`src/core/nad_pkg.sv`:
```
// Package: types and constants for the nibble add datapath
package nad_pkg;

    // ------------------------------------------------------------
    // Widths and encodings
    // ------------------------------------------------------------
    localparam int NIB_W   = 4;
    localparam int INSN_W  = 10;
    localparam int PTR_W   = 6;
    localparam int IMM_LSB = 0;

    // Opcode for add-immediate: upper six bits 000110
    localparam logic [5:0] ADD_IMM_OPC = 6'h06;
    // Full-word opcodes for the memory adds
    localparam logic [9:0] ADD_MEM_OPC   = 10'h00A;
    localparam logic [9:0] ADD_MEMC_OPC  = 10'h00B;

    // Reset values
    localparam logic [3:0] ACC_RST   = 4'h0;
    localparam logic       CARRY_RST = 1'b0;

    typedef enum logic [1:0]
    {
        NAD_OP_NONE = 2'b00,
        NAD_OP_IMM  = 2'b01,
        NAD_OP_MEM  = 2'b11,
        NAD_OP_MEMC = 2'b10
    } nad_op_t;

    // Instruction issue from the sequencer
    typedef struct packed
    {
        logic                valid;
        logic [INSN_W-1:0]   word;
    } nad_issue_t;

    // Datapath results
    typedef struct packed
    {
        logic [NIB_W-1:0] acc;
        logic             carry_flag;
        logic             skip;
        logic             done;
    } nad_result_t;

    // State of the top module apart from the pointer copy
    typedef struct packed
    {
        logic [NIB_W-1:0] acc;
        logic             carry_flag;
        logic             skip;
        logic             done;
    } nad_state_t;

endpackage : nad_pkg

```
`src/core/nad_adder.sv`:
```
// Adder: 4-bit sum with carry in and carry out
`timescale 1ns/10ps
module nad_adder
#(
    parameter int W = 4
)
(
    // Operands
    input  wire logic [W-1:0] a,
    input  wire logic [W-1:0] b,
    input  wire logic         cin,
    // Result
    output logic      [W-1:0] sum,
    output logic              cout
);
    always_comb
    begin
        {cout, sum} = {1'b0, a} + {1'b0, b} + {{W{1'b0}}, cin};
    end
endmodule : nad_adder

```
`src/core/nad_datapath.sv`:
```
// Top: accumulator add datapath with carry flag and skip request
`timescale 1ns/10ps
module nad_datapath
    import nad_pkg::*;
#(
    parameter int DPW = nad_pkg::PTR_W
)
(
    // Clock and reset
    input  wire logic                     CLK,
    input  wire logic                     RSTN,
    // Instruction issue
    input  wire nad_pkg::nad_issue_t      ISSUE,
    // Memory nibble at the data pointer
    input  wire logic [DPW-1:0]           DATA_POINTER,
    input  wire logic [nad_pkg::NIB_W-1:0] MEM_NIBBLE,
    // Results
    output nad_pkg::nad_result_t          RESULT,
    output logic [DPW-1:0]                MEM_ADDR
);
    import nad_pkg::*;

    // ------------------------------------------------------------
    // Register image
    // ------------------------------------------------------------
    // Pointer copy shares the one state register with the datapath
    typedef struct packed
    {
        nad_state_t     core;
        logic [DPW-1:0] ptr;
    } nad_regs_t;

    // ------------------------------------------------------------
    // Decode helpers
    // ------------------------------------------------------------
    function automatic logic is_imm_add
    (
        input logic [INSN_W-1:0] w
    );
        return w[INSN_W-1:NIB_W] == ADD_IMM_OPC;
    endfunction : is_imm_add

    function automatic logic is_mem_add
    (
        input logic [INSN_W-1:0] w
    );
        return w == ADD_MEM_OPC;
    endfunction : is_mem_add

    function automatic logic is_memc_add
    (
        input logic [INSN_W-1:0] w
    );
        return w == ADD_MEMC_OPC;
    endfunction : is_memc_add

    // Opcode classes are disjoint, so the order below is free
    function automatic nad_op_t decode
    (
        input logic              vld,
        input logic [INSN_W-1:0] w
    );
        nad_op_t o;
        o = NAD_OP_NONE;
        if (!vld)
            o = NAD_OP_NONE;
        else if (is_imm_add(w))
            o = NAD_OP_IMM;
        else if (is_mem_add(w))
            o = NAD_OP_MEM;
        else if (is_memc_add(w))
            o = NAD_OP_MEMC;
        return o;
    endfunction : decode

    // Only the with-carry add reads and writes the carry flag
    function automatic logic uses_carry
    (
        input nad_op_t o
    );
        return o == NAD_OP_MEMC;
    endfunction : uses_carry

    // Every decoded add writes the accumulator and pulses done
    function automatic logic writes_acc
    (
        input nad_op_t o
    );
        return o != NAD_OP_NONE;
    endfunction : writes_acc

    // Skip only follows an immediate add that did not overflow
    function automatic logic skip_next
    (
        input nad_op_t o,
        input logic    co
    );
        return (o == NAD_OP_IMM) && !co;
    endfunction : skip_next

    // State and result share a layout; copied field by field
    function automatic nad_result_t to_result
    (
        input nad_state_t s
    );
        nad_result_t r;
        r.acc        = s.acc;
        r.carry_flag = s.carry_flag;
        r.skip       = s.skip;
        r.done       = s.done;
        return r;
    endfunction : to_result

    // ------------------------------------------------------------
    // Signals
    // ------------------------------------------------------------
    nad_regs_t            regs_q;
    nad_regs_t            regs_d;
    nad_op_t              op;
    logic                 imm_sel;
    wire  [NIB_W-1:0]     operand;
    logic                 cin;
    logic [NIB_W-1:0]     sum;
    logic                 cout;

    // ------------------------------------------------------------
    // Operand select
    // ------------------------------------------------------------
    always_comb
    begin
        op      = decode(ISSUE.valid, ISSUE.word);
        imm_sel = (op == NAD_OP_IMM);
        // Forced low so the plain adds never see the flag
        cin     = uses_carry(op) ? regs_q.core.carry_flag : 1'b0;
    end

    // One mux per operand bit: immediate field or memory nibble
    for (genvar i = 0; i < NIB_W; i++)
    begin : g_operand
        assign operand[i] = imm_sel
                          ? ISSUE.word[IMM_LSB + i]
                          : MEM_NIBBLE[i];
    end

    // ------------------------------------------------------------
    // Adder
    // ------------------------------------------------------------
    nad_adder #(.W(NIB_W)) u_add
    (
        .a    (regs_q.core.acc),
        .b    (operand),
        .cin  (cin),
        .sum  (sum),
        .cout (cout)
    );

    // ------------------------------------------------------------
    // Next state
    // ------------------------------------------------------------
    always_comb
    begin
        regs_d           = regs_q;
        regs_d.ptr       = DATA_POINTER;
        regs_d.core.skip = skip_next(op, cout);
        regs_d.core.done = writes_acc(op);
        case (op)
            NAD_OP_IMM:
            begin
                // Carry flag deliberately left as it was
                regs_d.core.acc = sum;
            end
            NAD_OP_MEM:
            begin
                regs_d.core.acc = sum;
            end
            NAD_OP_MEMC:
            begin
                regs_d.core.acc = sum;
            end
            default:
            begin
                regs_d.core.acc = regs_q.core.acc;
            end
        endcase
        if (uses_carry(op))
        begin
            regs_d.core.carry_flag = cout;
        end
    end

    // ------------------------------------------------------------
    // State register
    // ------------------------------------------------------------
    always_ff @(posedge CLK or negedge RSTN)
    begin
        if (!RSTN)
        begin
            regs_q.core.acc        <= ACC_RST;
            regs_q.core.carry_flag <= CARRY_RST;
            regs_q.core.skip       <= 1'b0;
            regs_q.core.done       <= 1'b0;
            regs_q.ptr             <= '0;
        end
        else
        begin
            regs_q <= regs_d;
        end
    end

    // ------------------------------------------------------------
    // Outputs
    // ------------------------------------------------------------
    // Pointer copy is one cycle late: address the memory from
    // DATA_POINTER itself when the nibble is needed in this cycle
    always_comb
    begin
        RESULT   = to_result(regs_q.core);
        MEM_ADDR = regs_q.ptr;
    end

endmodule : nad_datapath

```
`config.mk`:
```
export PLATFORM = sky130hd
export DESIGN_NAME = nad_datapath
export DESIGN_NICKNAME = d
export VERILOG_FILES = /design/src/core/nad_pkg.sv /design/src/core/nad_adder.sv /design/src/core/nad_datapath.sv
export SDC_FILE = /design/constraint.sdc
export NUM_CORES = 1
export LEC_CHECK = 0
export BUFFER_PORTS_ARGS = -buffer_cell sky130_fd_sc_hd__buf_2
export CORE_UTILIZATION = 38
export CTS_CLUSTER_DIAMETER = 80
export DETAILED_ROUTE_END_ITERATION = 12
export HOLD_SLACK_MARGIN = 0.05
export MAX_ROUTING_LAYER = met4
export PLACE_DENSITY = 0.73
export RECOVER_POWER = 50
export SYNTH_ARGS = -nofsm -noshare
export SYNTH_HDL_FRONTEND = slang
export SYNTH_SLANG_ARGS = --single-unit
```
`constraint.sdc`:
```
create_clock -name CLK -period 1.8 [get_ports CLK]
set_input_delay 0.09 -clock CLK [delete_from_list [all_inputs] [get_ports CLK]]
set_output_delay 0.09 -clock CLK [all_outputs]
set_load 0.02 [all_outputs]
```
==> results of run 1 <==
==> stage by stage <==
step | std cells | setup WS [ns] | instance area, µm² | utilization | setup TNS (ns)
2_1_floorplan | 48 | -0.296 | 691 | - | -0.824
3_3_place_gp | 107 | -0.379 | 946 | 0.600 | -1.34
3_5_place_dp | 107 | -0.439 | 946 | 0.600 | -1.61
4_1_cts | 125 | -0.145 | 1120 | 0.713 | -0.248
5_1_grt | 127 | -0.244 | 1140 | 0.724 | -0.759
6_report | 127 | -0.186 | 1140 | 0.724 | -0.535
==> metal layers <==
| metal | track usage | vias up | wire, µm |
|---|---|---|---|
| met5 | - | - | 0 |
| met3 | 0.0694 | 4 | 74 |
| met2 | 0.338 | 18 | 927 |
| met4 | 0.0667 | 0 | 20 |
| li1 | - | 293 | - |
| met1 | 0.229 | 264 | 638 |
==> cells in the mapped netlist (2+ instances only) <==
| master | instances | area, µm² |
|---|---|---|
| mux2i_1 | 2 | 20.0 |
| ha_1 | 3 | 37.5 |
| mux2_4 | 3 | 45.0 |
| mux2_2 | 5 | 56.3 |
| inv_1 | 3 | 11.3 |
| dfrtp_1 | 13 | 325 |
| nand2b_1 | 2 | 12.5 |
| fa_1 | 2 | 40.0 |
| nor2_1 | 2 | 7.51 |
| xnor2_1 | 2 | 17.5 |
| nor2b_1 | 2 | 12.5 |
==> report_power, final <==
group          internal (mW)  total, mW  switching, mW  leakage (nW)
combinational          0.169      0.308          0.139         0.416
clock                 0.0859      0.178         0.0920        0.0150
sequential             0.319      0.337         0.0186         0.161
==> cell usage in the layout, fill, tap and decap left out <==
| master | instances |
|---|---|
| nand2b_1 | 1 |
| nand4_1 | 1 |
| a22oi_1 | 1 |
| dfrtp_1 | 13 |
| mux2_4 | 4 |
| xnor2_1 | 1 |
| buf_2 | 31 |
| nor2b_1 | 2 |
| clkbuf_1 | 2 |
| buf_6 | 4 |
| mux2_2 | 4 |
| nor4b_2 | 1 |
| inv_1 | 2 |
| nor4_4 | 1 |
| nor2_2 | 1 |
| a21oi_2 | 1 |
| inv_2 | 1 |
| xnor2_2 | 1 |
| o21ai_1 | 1 |
| buf_4 | 17 |
| a21o_1 | 1 |
| nand3_2 | 1 |
| dlygate4sd3_1 | 7 |
| ha_1 | 3 |
| mux2i_1 | 2 |
| clkbuf_4 | 3 |
| nand2b_4 | 1 |
| fa_2 | 2 |
| nor2_1 | 1 |
==> worst max path at each step <==
stage	from	endpoint	slack (ns)
after floorplan	ISSUE[7]	RESULT[2]	-0.30
final	ISSUE[7]	RESULT[2]	-0.19
after global placement	ISSUE[4]	RESULT[2]	-0.38
after CTS	ISSUE[7]	RESULT[2]	-0.15
after global routing	ISSUE[7]	RESULT[2]	-0.24
after detailed placement	ISSUE[7]	RESULT[2]	-0.44
==> cell type report <==
| class | count | area, µm² |
|---|---|---|
| Fill cell | 106 | 435 |
| Timing Repair Buffer | 60 | 402 |
| Multi-Input combinational cell | 31 | 357 |
| Sequential cell | 13 | 325 |
| Clock buffer | 4 | 26.3 |
| Tap cell | 16 | 20.0 |
| Inverter | 3 | 11.3 |
==> registers in the layout, summed over array words and instances, names as in the netlist <==
| signal | count |
|---|---|
| RESULT | 7 |
| MEM_ADDR | 6 |
==> cells by family after synthesis <==
kind of cell | count (synthesis) | synth area share
flops | 13 | 0.485
xor+xnor | 2 | 0.0261
fa+ha+maj | 5 | 0.116
compound gates | 4 | 0.0373
buf+inv | 4 | 0.0280
simple gates | 10 | 0.127
mux | 10 | 0.181
==> worst max-delay path, cell delays in order <==
cell and delay (ns):
buf_6 0.09, nand2b_4 0.14, nor4_4 0.19, nand3_2 0.12, mux2_4 0.32, fa_2 0.38
inv_2 0.07, fa_2 0.21, nor2b_1 0.05, o21ai_1 0.14, nand2b_1 0.09, mux2_2 0.26
==> timing repair <==
item | 4_1_cts | 5_1_grt
buffers inserted | 7 | 2
gates resized for setup | 5 | 1
hold endpoints to repair | 19 | 0
hold buffers | 7 | 0
setup endpoints to repair | 3 | 4
==> summary.md, run 1 <==
| Metric | Value |
|---|---|
| CP Launch Type | input pin |
| IO Count | 36 |
| Share of cells above drive strength 1 | 0.658 |
| Hold path start | ISSUE[4] |
| Ant diodes | 0 |
| Drt wl/cell | 13.1 µm |
| Bufs on Longest Clock Path | 2 |
| Die X | 44.0 µm |
| Mapped Avg Cell Area | 14.0 µm² |
| Hold slack final | 0.232 ns |
| Clock Skews | 0.00541 ns |
| Nets | 140 |
| CP Class | in2reg |
| Die area | 1940 µm² |
| R2r setup slk | -0.01 ns |
| TritonCTS clock tree | done |
| Reg2reg start | RESULT[2] |
| Hold path endpoint | RESULT[1] |
| Final Power | 823 µW |
| WP data arrival | 2.15 ns |
| Peak supply drop | 463 µV |
| Initial Util | 0.425 |
| Initial drt markers | 5 |
| Gpl congestion | 0.747 |
| H-Tree Depth | 1 |
| Part of the cycle the worst path needs | 1.10 |
| Vias in the first global route | 558 |
| TritonCTS Sinks | 13 |
| Failing checks | negative setup slack |
| Core box area | 1580 µm² |
| Vias | 579 |
| Initial antenna violation count | 0 |
| Post-synth EDFFs | 0 |
| Total gr overflow | 0 |
| Pleak | 0.592 nW |
| Rel. slew slack | 0.552 |
| R2r endpoint | RESULT[2] |
| Wirelength, routed | 1.66 mm |
| Synth Cell Area | 671 µm² |
| Netlist cell types | 20 |
| Largest net degree at the start of global routing | 14 |
| First-pass GRT wire length | 2.61 mm |
| Cells after Synth | 48 |
| Worst min path class | in2reg |
| Post-synth net total | 76 |
| Status | complete, but fails checks |
| Hold path depth | 5 |
| Port Buffer Count | 35 |
| Synth Register Bits | 13 |
| Final ANT Viol Nets | 0 |
| GRT Total Usage | 0.204 |
| Final Max Tran Viols | 0 |
| Power per cell area | 721 nW/µm² |
| Final Critical Period | 1.99 ns |
| Worst skew pair latency | 0.27 ns |
| Critical Path RT | 1.97 ns |
| DRC | 0 |
| Clock buffer count from CTS | 3 |
| Synthesis-to-layout area growth | 70.1% |
| Vias per cell | 4.56 |
| Slew of the pin with the lowest slew margin | 0.671 ns |
| Fraction of registers with async set/reset | 1.00 |
| CP Capture Type | register |
| RSZ-0062 raised after global routing | yes |
| Worst R2R Path Depth | 9 |
| Final setup violation count | 4 |
| Rows | 14 |
| Synth warn | 0 |
| MaxCap Viol Count | 0 |
| Final Hold Viols | 0 |
| Worst-path clk slew | 0.08 ns |
| Primary flip-flop cell chosen by synthesis mapping | dfrtp_1 |
| Final HPWL DP | 1.10 mm |
| Root Driver | clkbuf_4 |
| Slack of the critical path | -0.186 ns |
| Worst-path fanout max | 2 |
| First-pass DRT Iterations | 6 |
| FMAX | 0.504 GHz |
| Die height | 44.0 µm |
| Sequential fraction of the synthesis area | 0.485 |
Note: power is estimated with default switching activity, not from simulation.
==> run 2, diff against run 1 <==
--- a/config.mk
+++ b/config.mk
@@ -5,13 +5,14 @@
 export SDC_FILE = /design/constraint.sdc
 export NUM_CORES = 1
 export LEC_CHECK = 0
-export BUFFER_PORTS_ARGS = -buffer_cell sky130_fd_sc_hd__buf_2
-export CORE_UTILIZATION = 38
+export CORE_AREA = 2 2 39 41
 export CTS_CLUSTER_DIAMETER = 80
 export DETAILED_ROUTE_END_ITERATION = 12
+export DIE_AREA = 0 0 41 43
+export DONT_BUFFER_PORTS = 1
 export HOLD_SLACK_MARGIN = 0.05
 export MAX_ROUTING_LAYER = met4
-export PLACE_DENSITY = 0.73
+export PLACE_DENSITY = 0.69
 export RECOVER_POWER = 50
 export SYNTH_ARGS = -nofsm -noshare
 export SYNTH_HDL_FRONTEND = slang
==> run 2 against run 1 <==
  * Sequential power is 8.9% higher
  * Final area is 23% lower
  * Via count is 21% lower
  * Die area is 9.0% lower
  * Combinational power is 33% lower
  * Maximum frequency is 9.2% higher
  * The run still ends with negative setup slack left
  * Total power is 11% lower
  * Sequential share of layout area is 8.5 points higher
  * Clock skew is 0.0035 ns lower
  * Global-route usage is 2.7 points lower
  * Sequential cell count stayed put
  * Core utilization is 8.9 points lower
  * Critical path type unchanged
==> summary.md, run 2 (synthesis gave the netlist of run 1 again) <==
| Metric | Value |
|---|---|
| TritonCTS clock tree | done |
| R2r endpoint | RESULT[5] |
| Peak supply drop | 403 µV |
| Gpl congestion | 0.812 |
| Slack of the critical path | -0.0188 ns |
| CP Class | in2reg |
| Worst-path fanout max | 2 |
| Commonest non-fill, non-tap cell in the layout | dfrtp_1 |
| Status | complete, but fails checks |
| CP Capture Point | RESULT[2] |
| Largest net degree at the start of global routing | 14 |
| Vias | 460 |
| Worst skew pair latency | 0.26 ns |
| Final Power | 736 µW |
| Core Util, Final | 0.635 |
| Dpl ws | -0.303 ns |
| Max reg flops | 7 |
| Worst min path class | in2reg |
| CP Capture Type | register |
| R2r setup slk | 0.08 ns |
| Final Max Tran Viols | 0 |
| TritonCTS Sinks | 13 |
| Failing checks | negative setup slack |
| Slew of the pin with the lowest slew margin | 0.545 ns |
| Fill count | 96 |
| Total gr overflow | 0 |
| Vias per cell | 5.41 |
| Die X | 41 µm |
| Setup crit start | ISSUE[7] |
| First-pass GRT wire length | 2.01 mm |
| Total area of sequential cells | 325 µm² |
| Area of the multi-input gates | 347 µm² |
| Reg2reg start | RESULT[2] |
| DRC | 0 |
| Setup TNS | -0.0278 ns |
| Final HPWL DP | 1.17 mm |
| Hold slack final | 0.116 ns |
| Die height | 43 µm |
| H-Tree Depth | 1 |
| Drt wl/cell | 16.6 µm |
| FMAX | 0.550 GHz |
| IO Count | 36 |
| Part of the cycle the worst path needs | 1.01 |
| Wirelength, routed | 1.41 mm |
| Core box area | 1380 µm² |
| Clock buffer count from CTS | 3 |
| Post-CTS Resized | 0 |
| Worst-path clk slew | 0.07 ns |
| Pleak | 0.404 nW |
| RSZ-0062 raised after global routing | yes |
| Initial Util | 0.485 |
| Die area | 1760 µm² |
| Final setup violation count | 2 |
| Root Driver | clkbuf_4 |
| First-pass DRT Iterations | 4 |
| Leading cell types in the layout, fill and taps excluded | dfrtp_1, buf_4, dlygate4sd3_1 |
| Final Hold Viols | 0 |
| Rel. slew slack | 0.636 |
| Rows | 14 |
| Vias in the first global route | 497 |
| Final Critical Period | 1.82 ns |
| Initial antenna violation count | 0 |
| Nets | 98 |
| Ant diodes | 0 |
| Synthesis-to-layout area growth | 31.0% |
| GRT Total Usage | 0.177 |
| Clock Skews | 0.00191 ns |
| Port Buffer Count | 0 |
| Initial drt markers | 1 |
| WP data arrival | 1.97 ns |
| Bufs on Longest Clock Path | 2 |
| Final ANT Viol Nets | 0 |
| Power per cell area | 838 nW/µm² |
| MaxCap Viol Count | 0 |
| Critical Path RT | 1.95 ns |
| CP Launch Type | input pin |
| Worst R2R Path Depth | 8 |
| Share of cells above drive strength 1 | 0.420 |
-- run 2: cell types whose count changed in the layout (fill, tap and decap cells not counted) --
cell	previous run	this run
buf_2	31	0
buf_4	17	10
buf_6	4	0
nor2_1	1	2
nor2_2	1	0
xnor2_1	1	2
xnor2_2	1	0
-- run 2: worst min path at each step --
stage                   from           to  slack, ns  cells after the start
global placement        RSTN    RESULT[1]      -0.21                      0
finish              ISSUE[5]    RESULT[1]       0.12                      3
floorplan               RSTN  MEM_ADDR[0]      -0.21                      0
CTS                 ISSUE[5]    RESULT[1]       0.11                      3
detailed placement      RSTN  MEM_ADDR[2]      -0.21                      0
global route        ISSUE[5]    RESULT[1]       0.10                      3
-- run 2: repair_timing --
item	in CTS	in global routing
hold buffers	7	0
pin swaps	0	2
buffers inserted	0	2
hold endpoints to repair	19	0
setup endpoints to repair	1	2
-- run 2: area by class of cell --
| type | count | share of cell area |
|---|---|---|
| repair buffers | 18 | 0.170 |
| flip-flops and latches | 13 | 0.370 |
| inverters | 3 | 0.0128 |
| multi-input cells | 31 | 0.395 |
| clock buffers | 4 | 0.0299 |
| well taps | 16 | 0.0228 |
-- run 2: metal layers --
layer,vias to the layer above,share of wire,GRT usage
met5,-,0,-
met4,0,0.015,0.0800
met3,4,0.093,0.0524
met2,31,0.52,0.303
met1,217,0.37,0.169
li1,208,-,-
-- run 2: worst max-delay path: stages --
cell and delay [ns]:
nand2b_4 0.12, nor4_4 0.17, nand3_2 0.13, mux2_4 0.32, fa_2 0.37, inv_2 0.06
fa_2 0.19, nor2b_1 0.06, o21ai_1 0.11, nand2b_1 0.08, mux2_2 0.26
-- run 2: stage by stage --
| stage | cells | instance area, µm² |
|---|---|---|
| floorplan | 48 | 691 |
| global placement | 72 | 771 |
| detailed placement | 72 | 771 |
| CTS | 83 | 867 |
| global route | 85 | 878 |
| finish | 85 | 878 |
-- run 2: power breakdown --
part / total, mW / internal [mW] / switching (mW)
logic: 0.205 / 0.120 / 0.0856
registers: 0.367 / 0.319 / 0.0484
clock network: 0.164 / 0.0855 / 0.0783
total: 0.736 / 0.524 / 0.212
